## src/rtl/txtrm_pkg.sv

```systemverilog
// Package for the transmit count and antenna trim register slice.
// Assumes a 32-bit APB master; every register takes one aligned word.
package txtrm_pkg;
   // Printed offsets are register indices; byte address is four times the index
   localparam logic [7:0] TXTRM_IDX_NTX_HI = 8'h1d;
   localparam logic [7:0] TXTRM_IDX_NTX_LO = 8'h1e;
   localparam logic [7:0] TXTRM_IDX_RATE = 8'h1f;
   localparam logic [7:0] TXTRM_IDX_ADC = 8'h20;
   localparam logic [7:0] TXTRM_IDX_TUNE = 8'h21;
   localparam logic [7:0] TXTRM_IDX_CALDISP = 8'h23;
   localparam logic [7:0] TXTRM_IDX_CMD = 8'h40;
   localparam logic [7:0] TXTRM_IDX_IRQ_STAT = 8'h41;
   localparam logic [7:0] TXTRM_IDX_IRQ_MASK = 8'h42;
   // Field positions
   localparam int TXTRM_NTX_LSB = 3;
   localparam int TXTRM_SPLIT_MSB = 2;
   localparam int TXTRM_RATE_LSB = 4;
   localparam int TXTRM_TUNE_SEL_BIT = 7;
   localparam int TXTRM_TUNE_VAL_LSB = 3;
   localparam int TXTRM_CAL_VAL_LSB = 4;
   localparam int TXTRM_CAL_ERR_BIT = 3;
   // Reset values
   localparam logic [7:0] TXTRM_RST_8 = 8'h00;
   localparam logic [2:0] TXTRM_SPLIT_NONE = 3'h0;
   localparam logic [12:0] TXTRM_NTX_MAX = 13'h1fff;
   // Interrupt bit positions
   localparam int TXTRM_IRQ_PAR = 0;
   localparam int TXTRM_IRQ_ADC = 1;
   localparam int TXTRM_IRQ_CAL = 2;
   localparam int TXTRM_IRQ_RATE = 3;
   localparam int TXTRM_IRQ_W = 4;
   // Command register bit that loads defaults
   localparam int TXTRM_CMD_DEFAULT_BIT = 0;

   typedef struct packed {
      logic [12:0] full_bytes;
      logic [2:0] split_bits;
      logic parity_on;
   } txtrm_tx_cfg_type;

   typedef struct packed {
      logic [31:0] addr;
      logic write;
      logic [31:0] wdata;
      logic access;
      logic setup;
   } txtrm_apb_req_type;
endpackage : txtrm_pkg

```

## src/rtl/txtrm_apb_slave.sv

```systemverilog
// APB slave front end: decodes the strobes into one write and read request.
// Assumes APB3 signalling; answers with no wait states.
`timescale 1ns/100ps
module txtrm_apb_slave
   import txtrm_pkg::*;
(
   // APB
   input wire logic psel,
   input wire logic penable,
   input wire logic pwrite,
   input wire logic [31:0] paddr,
   input wire logic [31:0] pwdata,
   output logic pready,
   // Decoded request
   output txtrm_apb_req_type req,
   output logic wr_en,
   output logic [7:0] reg_idx,
   output logic idx_ok
);
   wire logic active = psel & penable;
   assign pready = 1'b1;
   assign wr_en = active & pwrite;
   assign reg_idx = paddr[9:2];
   // Misaligned or out-of-window addresses are unmapped
   assign idx_ok = (paddr[1:0] == 2'h0) && (paddr[31:10] == 22'h0);
   assign req = '{addr: paddr, write: pwrite, wdata: pwdata, access: active, setup: psel & ~penable};
endmodule : txtrm_apb_slave

```

## src/rtl/txtrm_regs.sv

```systemverilog
// Transmit count, bit-rate, converter and antenna trim registers with APB access.
// Assumes the framer, converter, rate detector and calibrator sit outside and
// report through one-cycle pulses with their data.
//
// Added by the designer: the APB slave port.
`timescale 1ns/100ps
module txtrm_regs
   import txtrm_pkg::*;
#(
   parameter int TRIM_W = 4
)
(
   // Clock and reset
   input wire logic mclk,
   input wire logic nrst,
   // APB
   input wire logic psel,
   input wire logic penable,
   input wire logic pwrite,
   input wire logic [31:0] paddr,
   input wire logic [31:0] pwdata,
   output logic [31:0] prdata,
   output logic pready,
   output logic pslverr,
   // Set-default command from the command decoder
   input wire logic set_default,
   // Framer side
   input wire logic anticoll_en,
   input wire logic card_idle,
   input wire logic wakeup_cmd,
   output txtrm_tx_cfg_type tx_cfg,
   // Result sources
   input wire logic rate_valid,
   input wire logic [3:0] rate_code,
   input wire logic adc_valid,
   input wire logic [7:0] adc_data,
   input wire logic cal_valid,
   input wire logic [TRIM_W-1:0] cal_trim,
   input wire logic cal_err,
   // Trim switch groups
   output logic [TRIM_W-1:0] tuning_switch_pins_a,
   output logic [TRIM_W-1:0] tuning_switch_pins_b,
   // Interrupt
   output logic irq
);
   // The switch groups and calibration display hold exactly four trim bits
   initial begin
      if (TRIM_W != 4) $error("trim width must be 4");
   end

   txtrm_apb_req_type req;
   logic wr_en;
   logic [7:0] reg_idx;
   logic idx_ok;

   txtrm_apb_slave u_apb (
      .psel(psel),
      .penable(penable),
      .pwrite(pwrite),
      .paddr(paddr),
      .pwdata(pwdata),
      .pready(pready),
      .req(req),
      .wr_en(wr_en),
      .reg_idx(reg_idx),
      .idx_ok(idx_ok)
   );

   logic [7:0] ntx_hi_r;
   logic [7:0] ntx_lo_r;
   logic [7:0] rate_r;
   logic [7:0] adc_r;
   logic [7:0] tune_r;
   logic [7:0] caldisp_r;
   logic [TXTRM_IRQ_W-1:0] irq_stat_r;
   logic [TXTRM_IRQ_W-1:0] irq_mask_r;
   logic [7:0] rdata_r;
   logic slverr_r;

   // Index decode
   wire logic hit_hi = idx_ok && reg_idx == TXTRM_IDX_NTX_HI;
   wire logic hit_lo = idx_ok && reg_idx == TXTRM_IDX_NTX_LO;
   wire logic hit_rate = idx_ok && reg_idx == TXTRM_IDX_RATE;
   wire logic hit_adc = idx_ok && reg_idx == TXTRM_IDX_ADC;
   wire logic hit_tune = idx_ok && reg_idx == TXTRM_IDX_TUNE;
   wire logic hit_cal = idx_ok && reg_idx == TXTRM_IDX_CALDISP;
   wire logic hit_cmd = idx_ok && reg_idx == TXTRM_IDX_CMD;
   wire logic hit_stat = idx_ok && reg_idx == TXTRM_IDX_IRQ_STAT;
   wire logic hit_mask = idx_ok && reg_idx == TXTRM_IDX_IRQ_MASK;
   wire logic hit_any = hit_hi | hit_lo | hit_rate | hit_adc | hit_tune | hit_cal | hit_cmd | hit_stat | hit_mask;
   wire logic [7:0] wbyte = req.wdata[7:0];

   // Software default load shares the hardware command's effect
   wire logic sw_default = wr_en && hit_cmd && req.wdata[TXTRM_CMD_DEFAULT_BIT];
   wire logic do_default = set_default | sw_default;

   // Transmit configuration
   wire logic [2:0] split_bits = ntx_lo_r[TXTRM_SPLIT_MSB:0];
   assign tx_cfg.full_bytes = {ntx_hi_r, ntx_lo_r[7:TXTRM_NTX_LSB]};
   assign tx_cfg.split_bits = split_bits;
   // Parity is suppressed whenever a split byte ends the frame
   assign tx_cfg.parity_on = (split_bits == TXTRM_SPLIT_NONE);

   // Interrupt events
   wire logic par_evt = anticoll_en & card_idle & wakeup_cmd & (split_bits != TXTRM_SPLIT_NONE);
   wire logic [TXTRM_IRQ_W-1:0] evt_set = {rate_valid, cal_valid, adc_valid, par_evt};
   wire logic [TXTRM_IRQ_W-1:0] sw_clr = (wr_en && hit_stat) ? wbyte[TXTRM_IRQ_W-1:0] : '0;
   // Set wins over a simultaneous clear so no event is lost
   wire logic [TXTRM_IRQ_W-1:0] irq_stat_nxt = (irq_stat_r & ~sw_clr) | evt_set;

   // Read mux, unused bits zero
   wire logic [7:0] rd_mux =
      hit_hi ? ntx_hi_r :
      hit_lo ? ntx_lo_r :
      hit_rate ? rate_r :
      hit_adc ? adc_r :
      hit_tune ? tune_r :
      hit_cal ? caldisp_r :
      hit_stat ? {{(8-TXTRM_IRQ_W){1'b0}}, irq_stat_r} :
      hit_mask ? {{(8-TXTRM_IRQ_W){1'b0}}, irq_mask_r} : TXTRM_RST_8;

   // Writable registers
   always_ff @(posedge mclk or negedge nrst) begin
      if (!nrst) begin
         ntx_hi_r <= TXTRM_RST_8;
         ntx_lo_r <= TXTRM_RST_8;
         tune_r <= TXTRM_RST_8;
      end else if (do_default) begin
         ntx_hi_r <= TXTRM_RST_8;
         ntx_lo_r <= TXTRM_RST_8;
         tune_r <= TXTRM_RST_8;
      end else if (wr_en) begin
         if (hit_hi) ntx_hi_r <= wbyte;
         if (hit_lo) ntx_lo_r <= wbyte;
         if (hit_tune) tune_r <= {wbyte[7:TXTRM_TUNE_VAL_LSB], 3'h0};
      end
   end

   // Result registers
   always_ff @(posedge mclk or negedge nrst) begin
      if (!nrst) begin
         rate_r <= TXTRM_RST_8;
         adc_r <= TXTRM_RST_8;
         caldisp_r <= TXTRM_RST_8;
      end else if (do_default) begin
         rate_r <= TXTRM_RST_8;
         adc_r <= TXTRM_RST_8;
         caldisp_r <= TXTRM_RST_8;
      end else begin
         if (rate_valid) rate_r <= {rate_code, 4'h0};
         if (adc_valid) adc_r <= adc_data;
         if (cal_valid) caldisp_r <= {cal_trim, cal_err, 3'h0};
      end
   end

   // Interrupt registers; the mask survives set-default as it is not part of the map
   always_ff @(posedge mclk or negedge nrst) begin
      if (!nrst) begin
         irq_stat_r <= '0;
         irq_mask_r <= '0;
      end else begin
         irq_stat_r <= irq_stat_nxt;
         if (wr_en && hit_mask) irq_mask_r <= wbyte[TXTRM_IRQ_W-1:0];
      end
   end

   // Read data and error registered at setup so they are stable in access
   always_ff @(posedge mclk or negedge nrst) begin
      if (!nrst) begin
         rdata_r <= TXTRM_RST_8;
         slverr_r <= 1'b0;
      end else if (req.setup) begin
         rdata_r <= req.write ? TXTRM_RST_8 : rd_mux;
         slverr_r <= ~hit_any;
      end
   end

   assign prdata = {24'h000000, rdata_r};
   assign pslverr = slverr_r & req.access;
   assign irq = |(irq_stat_r & irq_mask_r);

   txtrm_trim_mux #(.TRIM_W(TRIM_W)) u_trim (
      .manual_sel(tune_r[TXTRM_TUNE_SEL_BIT]),
      .manual_val(tune_r[6:TXTRM_TUNE_VAL_LSB]),
      .cal_val(caldisp_r[7:TXTRM_CAL_VAL_LSB]),
      .pins_a(tuning_switch_pins_a),
      .pins_b(tuning_switch_pins_b)
   );
endmodule : txtrm_regs

```

## src/rtl/txtrm_trim_mux.sv

```systemverilog
// Selects the source that drives the antenna trim switches.
// Assumes both switch groups take the same four-bit pattern.
`timescale 1ns/100ps
module txtrm_trim_mux
   import txtrm_pkg::*;
#(
   parameter int TRIM_W = 4
)
(
   // Selection
   input wire logic manual_sel,
   input wire logic [TRIM_W-1:0] manual_val,
   input wire logic [TRIM_W-1:0] cal_val,
   // Switch groups
   output logic [TRIM_W-1:0] pins_a,
   output logic [TRIM_W-1:0] pins_b
);
   initial begin
      if (TRIM_W != 4) $error("trim width must be 4");
   end
   wire logic [TRIM_W-1:0] chosen = manual_sel ? manual_val : cal_val;
   assign pins_a = chosen;
   assign pins_b = chosen;
endmodule : txtrm_trim_mux
```

## config.mk

```make
export PLATFORM = sky130hd
export DESIGN_NAME = txtrm_regs
export DESIGN_NICKNAME = d
export VERILOG_FILES = /design/src/rtl/txtrm_pkg.sv /design/src/rtl/txtrm_apb_slave.sv /design/src/rtl/txtrm_regs.sv /design/src/rtl/txtrm_trim_mux.sv
export SDC_FILE = /design/constraint.sdc
export NUM_CORES = 1
export LEC_CHECK = 0
export ABC_AREA = 1
export CORE_AREA = 5 5 84 86
export DETAILED_ROUTE_END_ITERATION = 7
export DIE_AREA = 0 0 89 91
export DONT_BUFFER_PORTS = 1
export PLACE_DENSITY_LB_ADDON = 0.1
export SYNTH_ARGS = -nofsm -noshare
export SYNTH_HDL_FRONTEND = slang
export SYNTH_HIERARCHICAL = 1
export SYNTH_SLANG_ARGS = --single-unit
```

## constraint.sdc

```tcl
create_clock -name mclk -period 1.3 [get_ports mclk]
set_input_delay 0.13 -clock mclk [delete_from_list [all_inputs] [get_ports mclk]]
set_output_delay 0.13 -clock mclk [all_outputs]
set_load 0.01 [all_outputs]
```

==> results of run 1 <==
per-layer routing:
layer | share of wire, % | vias to the layer above | track usage, %
li1 | - | 1482 | -
met1 | 40 | 1478 | 29.58
met2 | 51 | 116 | 39.91
met3 | 7.2 | 15 | 4.072
met4 | 1.6 | 0 | 5.831
met5 | 0 | - | 0
worst min path at each step:
stage               depth (start not counted)         to
floorplan                                   0   adc_r[0]
global placement                            0   adc_r[3]
detailed placement                          0  rate_r[6]
CTS                                         0  tune_r[5]
global route                                0   adc_r[3]
finish                                      0  tune_r[5]
placed cells by master, fill, tap and decap left out, types with 13 or more instances in the layout:
cell           count
inv_1             28
a21oi_2           13
nor2_1            37
dlygate4sd3_1     31
nand2_1          140
nand3_1           17
o21ai_2           17
conb_1            25
o21ai_0           16
dfrtp_1           52
nand2_2           17
buf_4             24
registers in the layout, indices dropped and copies added (netlist names):
register and count:
adc_r 8, ntx_hi_r 8, ntx_lo_r 8, rdata_r 8, caldisp_r 5, tune_r 5, irq_mask_r 4, irq_stat_r 4
rate_r 4, slverr_r 1
power by group:
part | total (W) | switching [W] | leakage (nW) | internal (W)
clock network | 0.00102 | 0.000626 | 0.0463 | 0.000398
registers | 0.00190 | 0.000106 | 0.710 | 0.00179
logic | 0.000560 | 0.000323 | 1.26 | 0.000236
total | 0.00348 | 0.00106 | 2.01 | 0.00243
worst reg2reg max path: cells and delay by family, from the launching register on:
family        cells  cell delay (ns)
simple gates      8             0.52
flops             1             0.38
buf+inv           2             0.15
final cells by class:
cell class | instances | area, µm² | area share (%)
clock buffers | 5 | 68.82 | 1.628
clock inverters | 3 | 27.53 | 0.6513
inverters | 38 | 160.2 | 3.789
multi-input cells | 343 | 1896 | 44.85
flip-flops and latches | 55 | 1380 | 32.65
well taps | 77 | 96.34 | 2.279
repair buffers | 61 | 598.1 | 14.15
metrics by stage:
step                      hold WS (ns)  worst slack, ns  TNS [ns]  power (W)  std cells
after detailed placement       -0.1645          -0.4567    -18.03   0.002306        536
after CTS                      -0.5134         -0.03297   -0.2183   0.003422        579
after global placement         -0.1644          -0.4003    -15.72   0.002298        536
after floorplan                -0.1656          -0.2545    -9.118   0.002322        487
final                          -0.5078         -0.07991   -0.8982   0.003484        582
after global routing           -0.5300          -0.1969    -6.601   0.003647        582
what timing repair did:
action / 4_1_cts / 5_1_grt
endpoints found under the setup margin: 31 / 62
cloned: 2 / 2
pin swaps: 14 / 4
resized for setup: 23 / 41
setup buffers: 2 / 1
endpoints found under the hold margin: 99 / 55
==> flow_summary.yaml, run 1 <==
outcome:
  status: "finished with violations"
  violations: "hold timing, setup timing"
sta:
  finClkSkew_ns: 0.01259
  layout_setup_ws_ns: -0.07991
  period_share_pct: 106.1
  setup_viol_count_final: 35
  max_freq_mhz: 724.7
  slew_viol_final: 0
  hold_violations: 55
  fin_crit_ns: 1.380
  holdWs_ns: -0.5078
  rsz0062_at_grt: "true"
worst_setup_path:
  startpoint_type: "primary input"
  crit_path_max_fanout: 8
  path_cells: "nor2_4 > nand2_1 > nor2_1 > nand2_1 > nor2_4 > nand4_4 > nor2_4 > nand3_2 > nand2_4 > buf_12 > a21oi_4 > nand2_2 > o21ai_2"
  criticalPathCategory: "in2reg"
  crit_buf_inv: 1
  reg2regPathDepth: 10
  crit_end: "ntx_lo_r[1]"
  path_common_cell: "nor2_4"
  r2r_slack_ns: 0.18
  r2r_start: "caldisp_r[3]"
  max_stage_delay_ns: 0.18
  endpoint_kind: "flop"
  startpoint: "paddr[19]"
  worstPathRequired_ns: 1.49
  crit_arrival_ns: 1.57
  reg2reg_to: "rdata_r[3]"
  path_depth: 13
  timing.critical_path.slowest_stage_cell: "nor2_4"
  critPathTopFamily: "simple AND/OR/NAND/NOR gates"
min_path:
  min_path_type: "in2async"
cts:
  clk_path_buf_depth: 2
  cts_buffers: 5
  hold_buffers: 31
  cts_root_buffer: "clkbuf_8"
  clk_latency_ns: 0.32
  clock_sinks: 55
  clkTransAtPathRegs_ns: 0.12
  htree_levels: 2
  tritoncts: "done"
place:
  routabilityCongestion: 0.8997
  placed_area_um2: 3495
  dp_hpwl_um: 6674
  port-buffer-count: 0
floorplanning:
  die_y_um: 91
  start_util_pct: 55.35
  die_w_um: 89
  num_io_pins: 153
  dieArea_um2: 8099
  num_rows: 29
  core_um2: 6205
finish:
  final_util_pct: 68.12
  fin_area_um2: 4227
  nets: 597
  antenna_cells: 0
  num-fill-cells: 523
  drive_above_1_share_pct: 27.33
  syn_to_final_growth_pct: 23.06
synth:
  syn_area_um2: 3435
  ys.warnings.count: 6
  synthesis.instances: 464
  syn_area_per_cell_um2: 7.402
global_route:
  grt_use_total_pct: 23.07
  grt_first_pass_wirelength_um: 14740
  grt_antenna_before_repair: 0
  grt_max_degree: 56
  overflow: 0
  grt_pass1_vias: 3047
job:
  maxCapViolCount: 0
power_and_ir_drop:
  p_leak_nw: 2.014
  vdd_drop_max_mv: 0.7030
  cellPowerDensity_nw_per_um2: 824.2
drt:
  via_count: 3091
  ant_nets: 0
  wirelength_um: 9478
  wl_per_cell_um: 16.29
  drt_iter0_drc: 139
  first_pass_iters: 4
  drc: 0
  vias_per_cell: 5.311
Note: power is estimated with default switching activity, not from simulation.
==> inputs of run 2 (changes only) <==
--- a/config.mk
+++ b/config.mk
@@ -6,9 +6,9 @@
 export NUM_CORES = 1
 export LEC_CHECK = 0
 export ABC_AREA = 1
-export CORE_AREA = 5 5 84 86
+export CORE_AREA = 5 5 105 107
 export DETAILED_ROUTE_END_ITERATION = 7
-export DIE_AREA = 0 0 89 91
+export DIE_AREA = 0 0 110 112
 export DONT_BUFFER_PORTS = 1
 export PLACE_DENSITY_LB_ADDON = 0.1
 export SYNTH_ARGS = -nofsm -noshare
==> flow_summary.yaml, run 2 (same netlist as run 1, synthesis figures left out) <==
outcome:
  status: "finished with violations"
  violations: "hold timing, setup timing"
sta:
  hold_violations: 55
  layout_setup_ws_ns: -0.08821
  rsz0062_at_grt: "true"
  fin_crit_ns: 1.388
  setup_viol_count_final: 45
  finClkSkew_ns: 0.004921
  holdWs_ns: -0.5004
  max_freq_mhz: 720.4
  period_share_pct: 106.8
  setup_tns_ns: -1.587
  slew_viol_final: 0
global_route:
  grt_max_degree: 56
  grt_antenna_before_repair: 0
  overflow: 0
  grt_use_total_pct: 16.27
  grt_pass1_vias: 3012
  grt_first_pass_wirelength_um: 15730
floorplanning:
  num_io_pins: 153
  num_rows: 37
  die_w_um: 110
  start_util_pct: 34.19
  die_y_um: 112
  dieArea_um2: 12320
  core_um2: 10050
worst_setup_path:
  crit_path_max_fanout: 8
  startpoint_type: "primary input"
  worstPathRequired_ns: 1.50
  criticalPathCategory: "in2reg"
  crit_arrival_ns: 1.59
  endpoint_kind: "flop"
finish:
  fin_area_um2: 4468
  num-fill-cells: 1035
  antenna_cells: 0
  multiInputGateArea_um2: 1954
  drive_above_1_share_pct: 31.40
  final_util_pct: 44.48
  final_common_cell: "nand2_1"
  nets: 608
  seqCellArea_um2: 1379
  syn_to_final_growth_pct: 30.09
  final_cell_mix: "137 x nand2_1, 53 x dfrtp_1, 32 x buf_4"
cts:
  tritoncts: "done"
  htree_levels: 2
  clkTransAtPathRegs_ns: 0.10
  clk_path_buf_depth: 2
  hold_buffers: 30
  cts_buffers: 5
  clock_sinks: 55
  cts_root_buffer: "clkbuf_8"
  clk_latency_ns: 0.31
place:
  routabilityCongestion: 0.7983
  dp_hpwl_um: 7580
  port-buffer-count: 0
  placed_area_um2: 3638
min_path:
  min_path_type: "in2async"
job:
  maxCapViolCount: 0
drt:
  wl_per_cell_um: 15.92
  via_count: 3081
  ant_nets: 0
  vias_per_cell: 4.725
  wirelength_um: 10380
  drc: 0
  first_pass_iters: 5
  drt_iter0_drc: 106
power_and_ir_drop:
  power_w: 0.003530
  cellPowerDensity_nw_per_um2: 790.0
  vdd_drop_max_mv: 0.4840
  p_leak_nw: 2.125
[run 2: path summary, 6_finish.rpt]
kind / start / endpoint / slack (ns) / depth (start not counted)
setup reg to reg: caldisp_r[3] / rdata_r[3] / 0.16 / 10
setup / recovery: paddr[29] / ntx_lo_r[2] / -0.09 / 13
min in group mclk: pwdata[7] / ntx_hi_r[7] / 0.01 / 2
hold / removal: nrst / ntx_lo_r[0] / -0.50 / 0
max in group asynchronous: nrst / adc_r[2] / 1.69 / 0
hold reg to reg: slverr_r / slverr_r / 0.50 / 2
[run 2: power breakdown]
| group | switching [W] | internal [W] |
|---|---|---|
| Sequential | 0.000105 | 0.00179 |
| Combinational | 0.000335 | 0.000258 |
| Clock | 0.000599 | 0.000438 |
| Total | 0.00104 | 0.00249 |
[run 2: metal layers]
metal	routed length (µm)	global-route usage, %	up-vias	share of wire [%]
li1	-	-	1502	-
met1	4396	21.36	1489	42
met2	5295	27.91	84	51
met3	605	2.667	6	5.8
met4	86	3.408	0	0.83
met5	0	0	-	0
[run 2: timing repair]
action / 4_1_cts / 5_1_grt
gates resized for setup: 13 / 75
buffers inserted: 4 / 6
hold endpoints to repair: 94 / 55
cloned: 0 / 3
endpoints found under the setup margin: 33 / 64
pin swaps: 4 / 27
[run 2: critical path: stages]
cell     delay [ns]
nor2_4         0.08
nand2_1        0.05
nor2_1         0.10
nand2_1        0.09
nor2_4         0.21
nand4_4        0.17
nor2_4         0.15
nand3_2        0.09
nand2_4        0.12
buf_12         0.13
a21oi_4        0.08
nand2_1        0.12
o21ai_2        0.06
[run 2: layout make-up]
| type | count | share of cell area [%] |
|---|---|---|
| multi-input cells | 342 | 43.74 |
| flip-flops and latches | 55 | 30.86 |
| repair buffers | 73 | 15.96 |
| well taps | 136 | 3.808 |
| inverters | 38 | 3.472 |
| clock buffers | 6 | 1.848 |
| clock inverters | 2 | 0.3080 |
[run 2: metrics by stage]
stage | worst slack [ns] | std cells
after global routing | -0.1592 | 652
after detailed placement | -0.4599 | 601
after floorplan | -0.2545 | 487
final | -0.08821 | 652
after global placement | -0.4433 | 601
after CTS | -0.01701 | 643
==> inputs of run 3 (changes only) <==
--- a/config.mk
+++ b/config.mk
@@ -6,9 +6,9 @@
 export NUM_CORES = 1
 export LEC_CHECK = 0
 export ABC_AREA = 1
-export CORE_AREA = 5 5 105 107
+export CORE_AREA = 5 5 116 96
 export DETAILED_ROUTE_END_ITERATION = 7
-export DIE_AREA = 0 0 110 112
+export DIE_AREA = 0 0 121 101
 export DONT_BUFFER_PORTS = 1
 export PLACE_DENSITY_LB_ADDON = 0.1
 export SYNTH_ARGS = -nofsm -noshare
==> flow_summary.yaml, run 3 (same netlist as run 1, synthesis figures left out) <==
cts:
  tritoncts: "done"
  clock_sinks: 55
  clkTransAtPathRegs_ns: 0.07
  htree_levels: 2
  cts_root_buffer: "clkbuf_16"
  cts_buffers: 5
  clk_latency_ns: 0.30
  clk_path_buf_depth: 2
  hold_buffers: 31
sta:
  slew_viol_final: 0
  finClkSkew_ns: 0.003787
  max_freq_mhz: 685.8
  holdWs_ns: -0.4838
  rsz0062_at_grt: "true"
  setup_viol_count_final: 49
  layout_setup_ws_ns: -0.1581
  hold_violations: 55
  fin_crit_ns: 1.458
  period_share_pct: 112.2
drt:
  via_count: 3024
  drt_iter0_drc: 141
  first_pass_iters: 4
  drc: 0
  ant_nets: 0
  wirelength_um: 10320
  vias_per_cell: 4.667
  wl_per_cell_um: 15.93
place:
  dp_hpwl_um: 7586
  placed_area_um2: 3588
  routabilityCongestion: 0.7769
  port-buffer-count: 0
  place_worst_setup_slack_ns: -0.4730
power_and_ir_drop:
  vdd_drop_max_mv: 0.5330
  p_leak_nw: 2.101
  cellPowerDensity_nw_per_um2: 926.0
floorplanning:
  dieArea_um2: 12220
  die_y_um: 101
  num_io_pins: 153
  num_rows: 33
  start_util_pct: 34.52
  core_um2: 9951
  die_w_um: 121
global_route:
  grt_max_degree: 56
  grt_first_pass_wirelength_um: 15990
  grt_use_total_pct: 17.07
  overflow: 0
  grt_pass1_vias: 2956
  grt_antenna_before_repair: 0
worst_setup_path:
  path_cells: "nor2_2 > nand2_1 > nor2_1 > nand2_1 > nor2_4 > nand4_4 > nor2_4 > buf_4 > nand2_1 > nand3_1 > nor2_1 > o21ai_0"
  worstPathRequired_ns: 1.53
  timing.critical_path.slowest_stage_cell: "nor2_4"
  max_stage_delay_ns: 0.25
  endpoint_kind: "flop"
  crit_path_max_fanout: 7
  criticalPathCategory: "in2reg"
  path_common_cell: "nand2_1"
  crit_arrival_ns: 1.68
  startpoint_type: "primary input"
min_path:
  min_path_type: "in2async"
finish:
  num-fill-cells: 1035
  final_common_cell: "nand2_1"
  final_cell_mix: "139 x nand2_1, 55 x dfrtp_1, 36 x nor2_1"
  syn_to_final_growth_pct: 28.82
  fin_area_um2: 4424
  antenna_cells: 0
  nets: 600
  drive_above_1_share_pct: 26.77
outcome:
  status: "finished with violations"
  violations: "hold timing, setup timing"
job:
  maxCapViolCount: 0
run 3: cell type report:
type,count,area (µm²),area share [%]
timing repair buffer,65,620.6,14.03
tap,140,175.2,3.959
clock buffer,6,138.9,3.139
sequential,55,1376,31.11
inverter,38,157.7,3.563
clock inverter,2,35.03,0.7919
multi-input combinational,342,1921,43.41
run 3: through the flow:
stage	hold WS, ns	instances	TNS, ns	total power (W)	util (%)
CTS	-0.4959	646	-0.6655	0.004117	42.84
detailed placement	-0.1637	601	-19.63	0.002334	36.06
finish	-0.4838	648	-4.428	0.004097	44.46
global placement	-0.1639	601	-18.67	0.002332	36.06
floorplan	-0.1656	487	-9.118	0.002322	-
global route	-0.4999	648	-11.20	0.004268	44.46
run 3: final timing paths:
check | startpoint | to | slack (ns) | depth (start not counted)
setup / recovery | paddr[21] | rdata_r[2] | -0.16 | 12
hold / removal | nrst | irq_stat_r[2] | -0.48 | 0
setup reg to reg | caldisp_r[3] | rdata_r[3] | 0.23 | 10
hold reg to reg | slverr_r | slverr_r | 0.50 | 2
max in group asynchronous | nrst | rdata_r[4] | 1.69 | 0
min in group mclk | pwdata[2] | irq_mask_r[2] | 0 | 2
run 3: timing repair:
action | CTS | global route
gates cloned | 2 | 0
gates resized for setup | 35 | 38
pin swaps | 15 | 23
hold endpoints to repair | 92 | 55
setup buffers | 4 | 3
setup endpoints to repair | 33 | 53
run 3: routing by layer:
| metal | part of all wire [%] | GRT usage, % | vias up |
|---|---|---|---|
| li1 | - | - | 1489 |
| met1 | 47 | 23.81 | 1442 |
| met2 | 45 | 26.43 | 81 |
| met3 | 6.6 | 4.153 | 12 |
| met4 | 1.2 | 4.704 | 0 |
| met5 | 0 | 0 | - |
run 3: power by group:
| group | internal (W) | switching, W | total (W) | leakage [nW] |
|---|---|---|---|---|
| logic | 0.000239 | 0.000325 | 0.000564 | 1.30 |
| clock network | 0.000961 | 0.000672 | 0.00163 | 0.0868 |
| registers | 0.00179 | 0.000106 | 0.00190 | 0.714 |
| total | 0.00299 | 0.00110 | 0.00410 | 2.10 |
run 3: critical path, delay by kind of cell:
family / cells / cell delay (ns)
and+or+nand+nor: 10 / 1.23
AOI/OAI and AO/OA: 1 / 0.13
buffers and inverters: 1 / 0.17
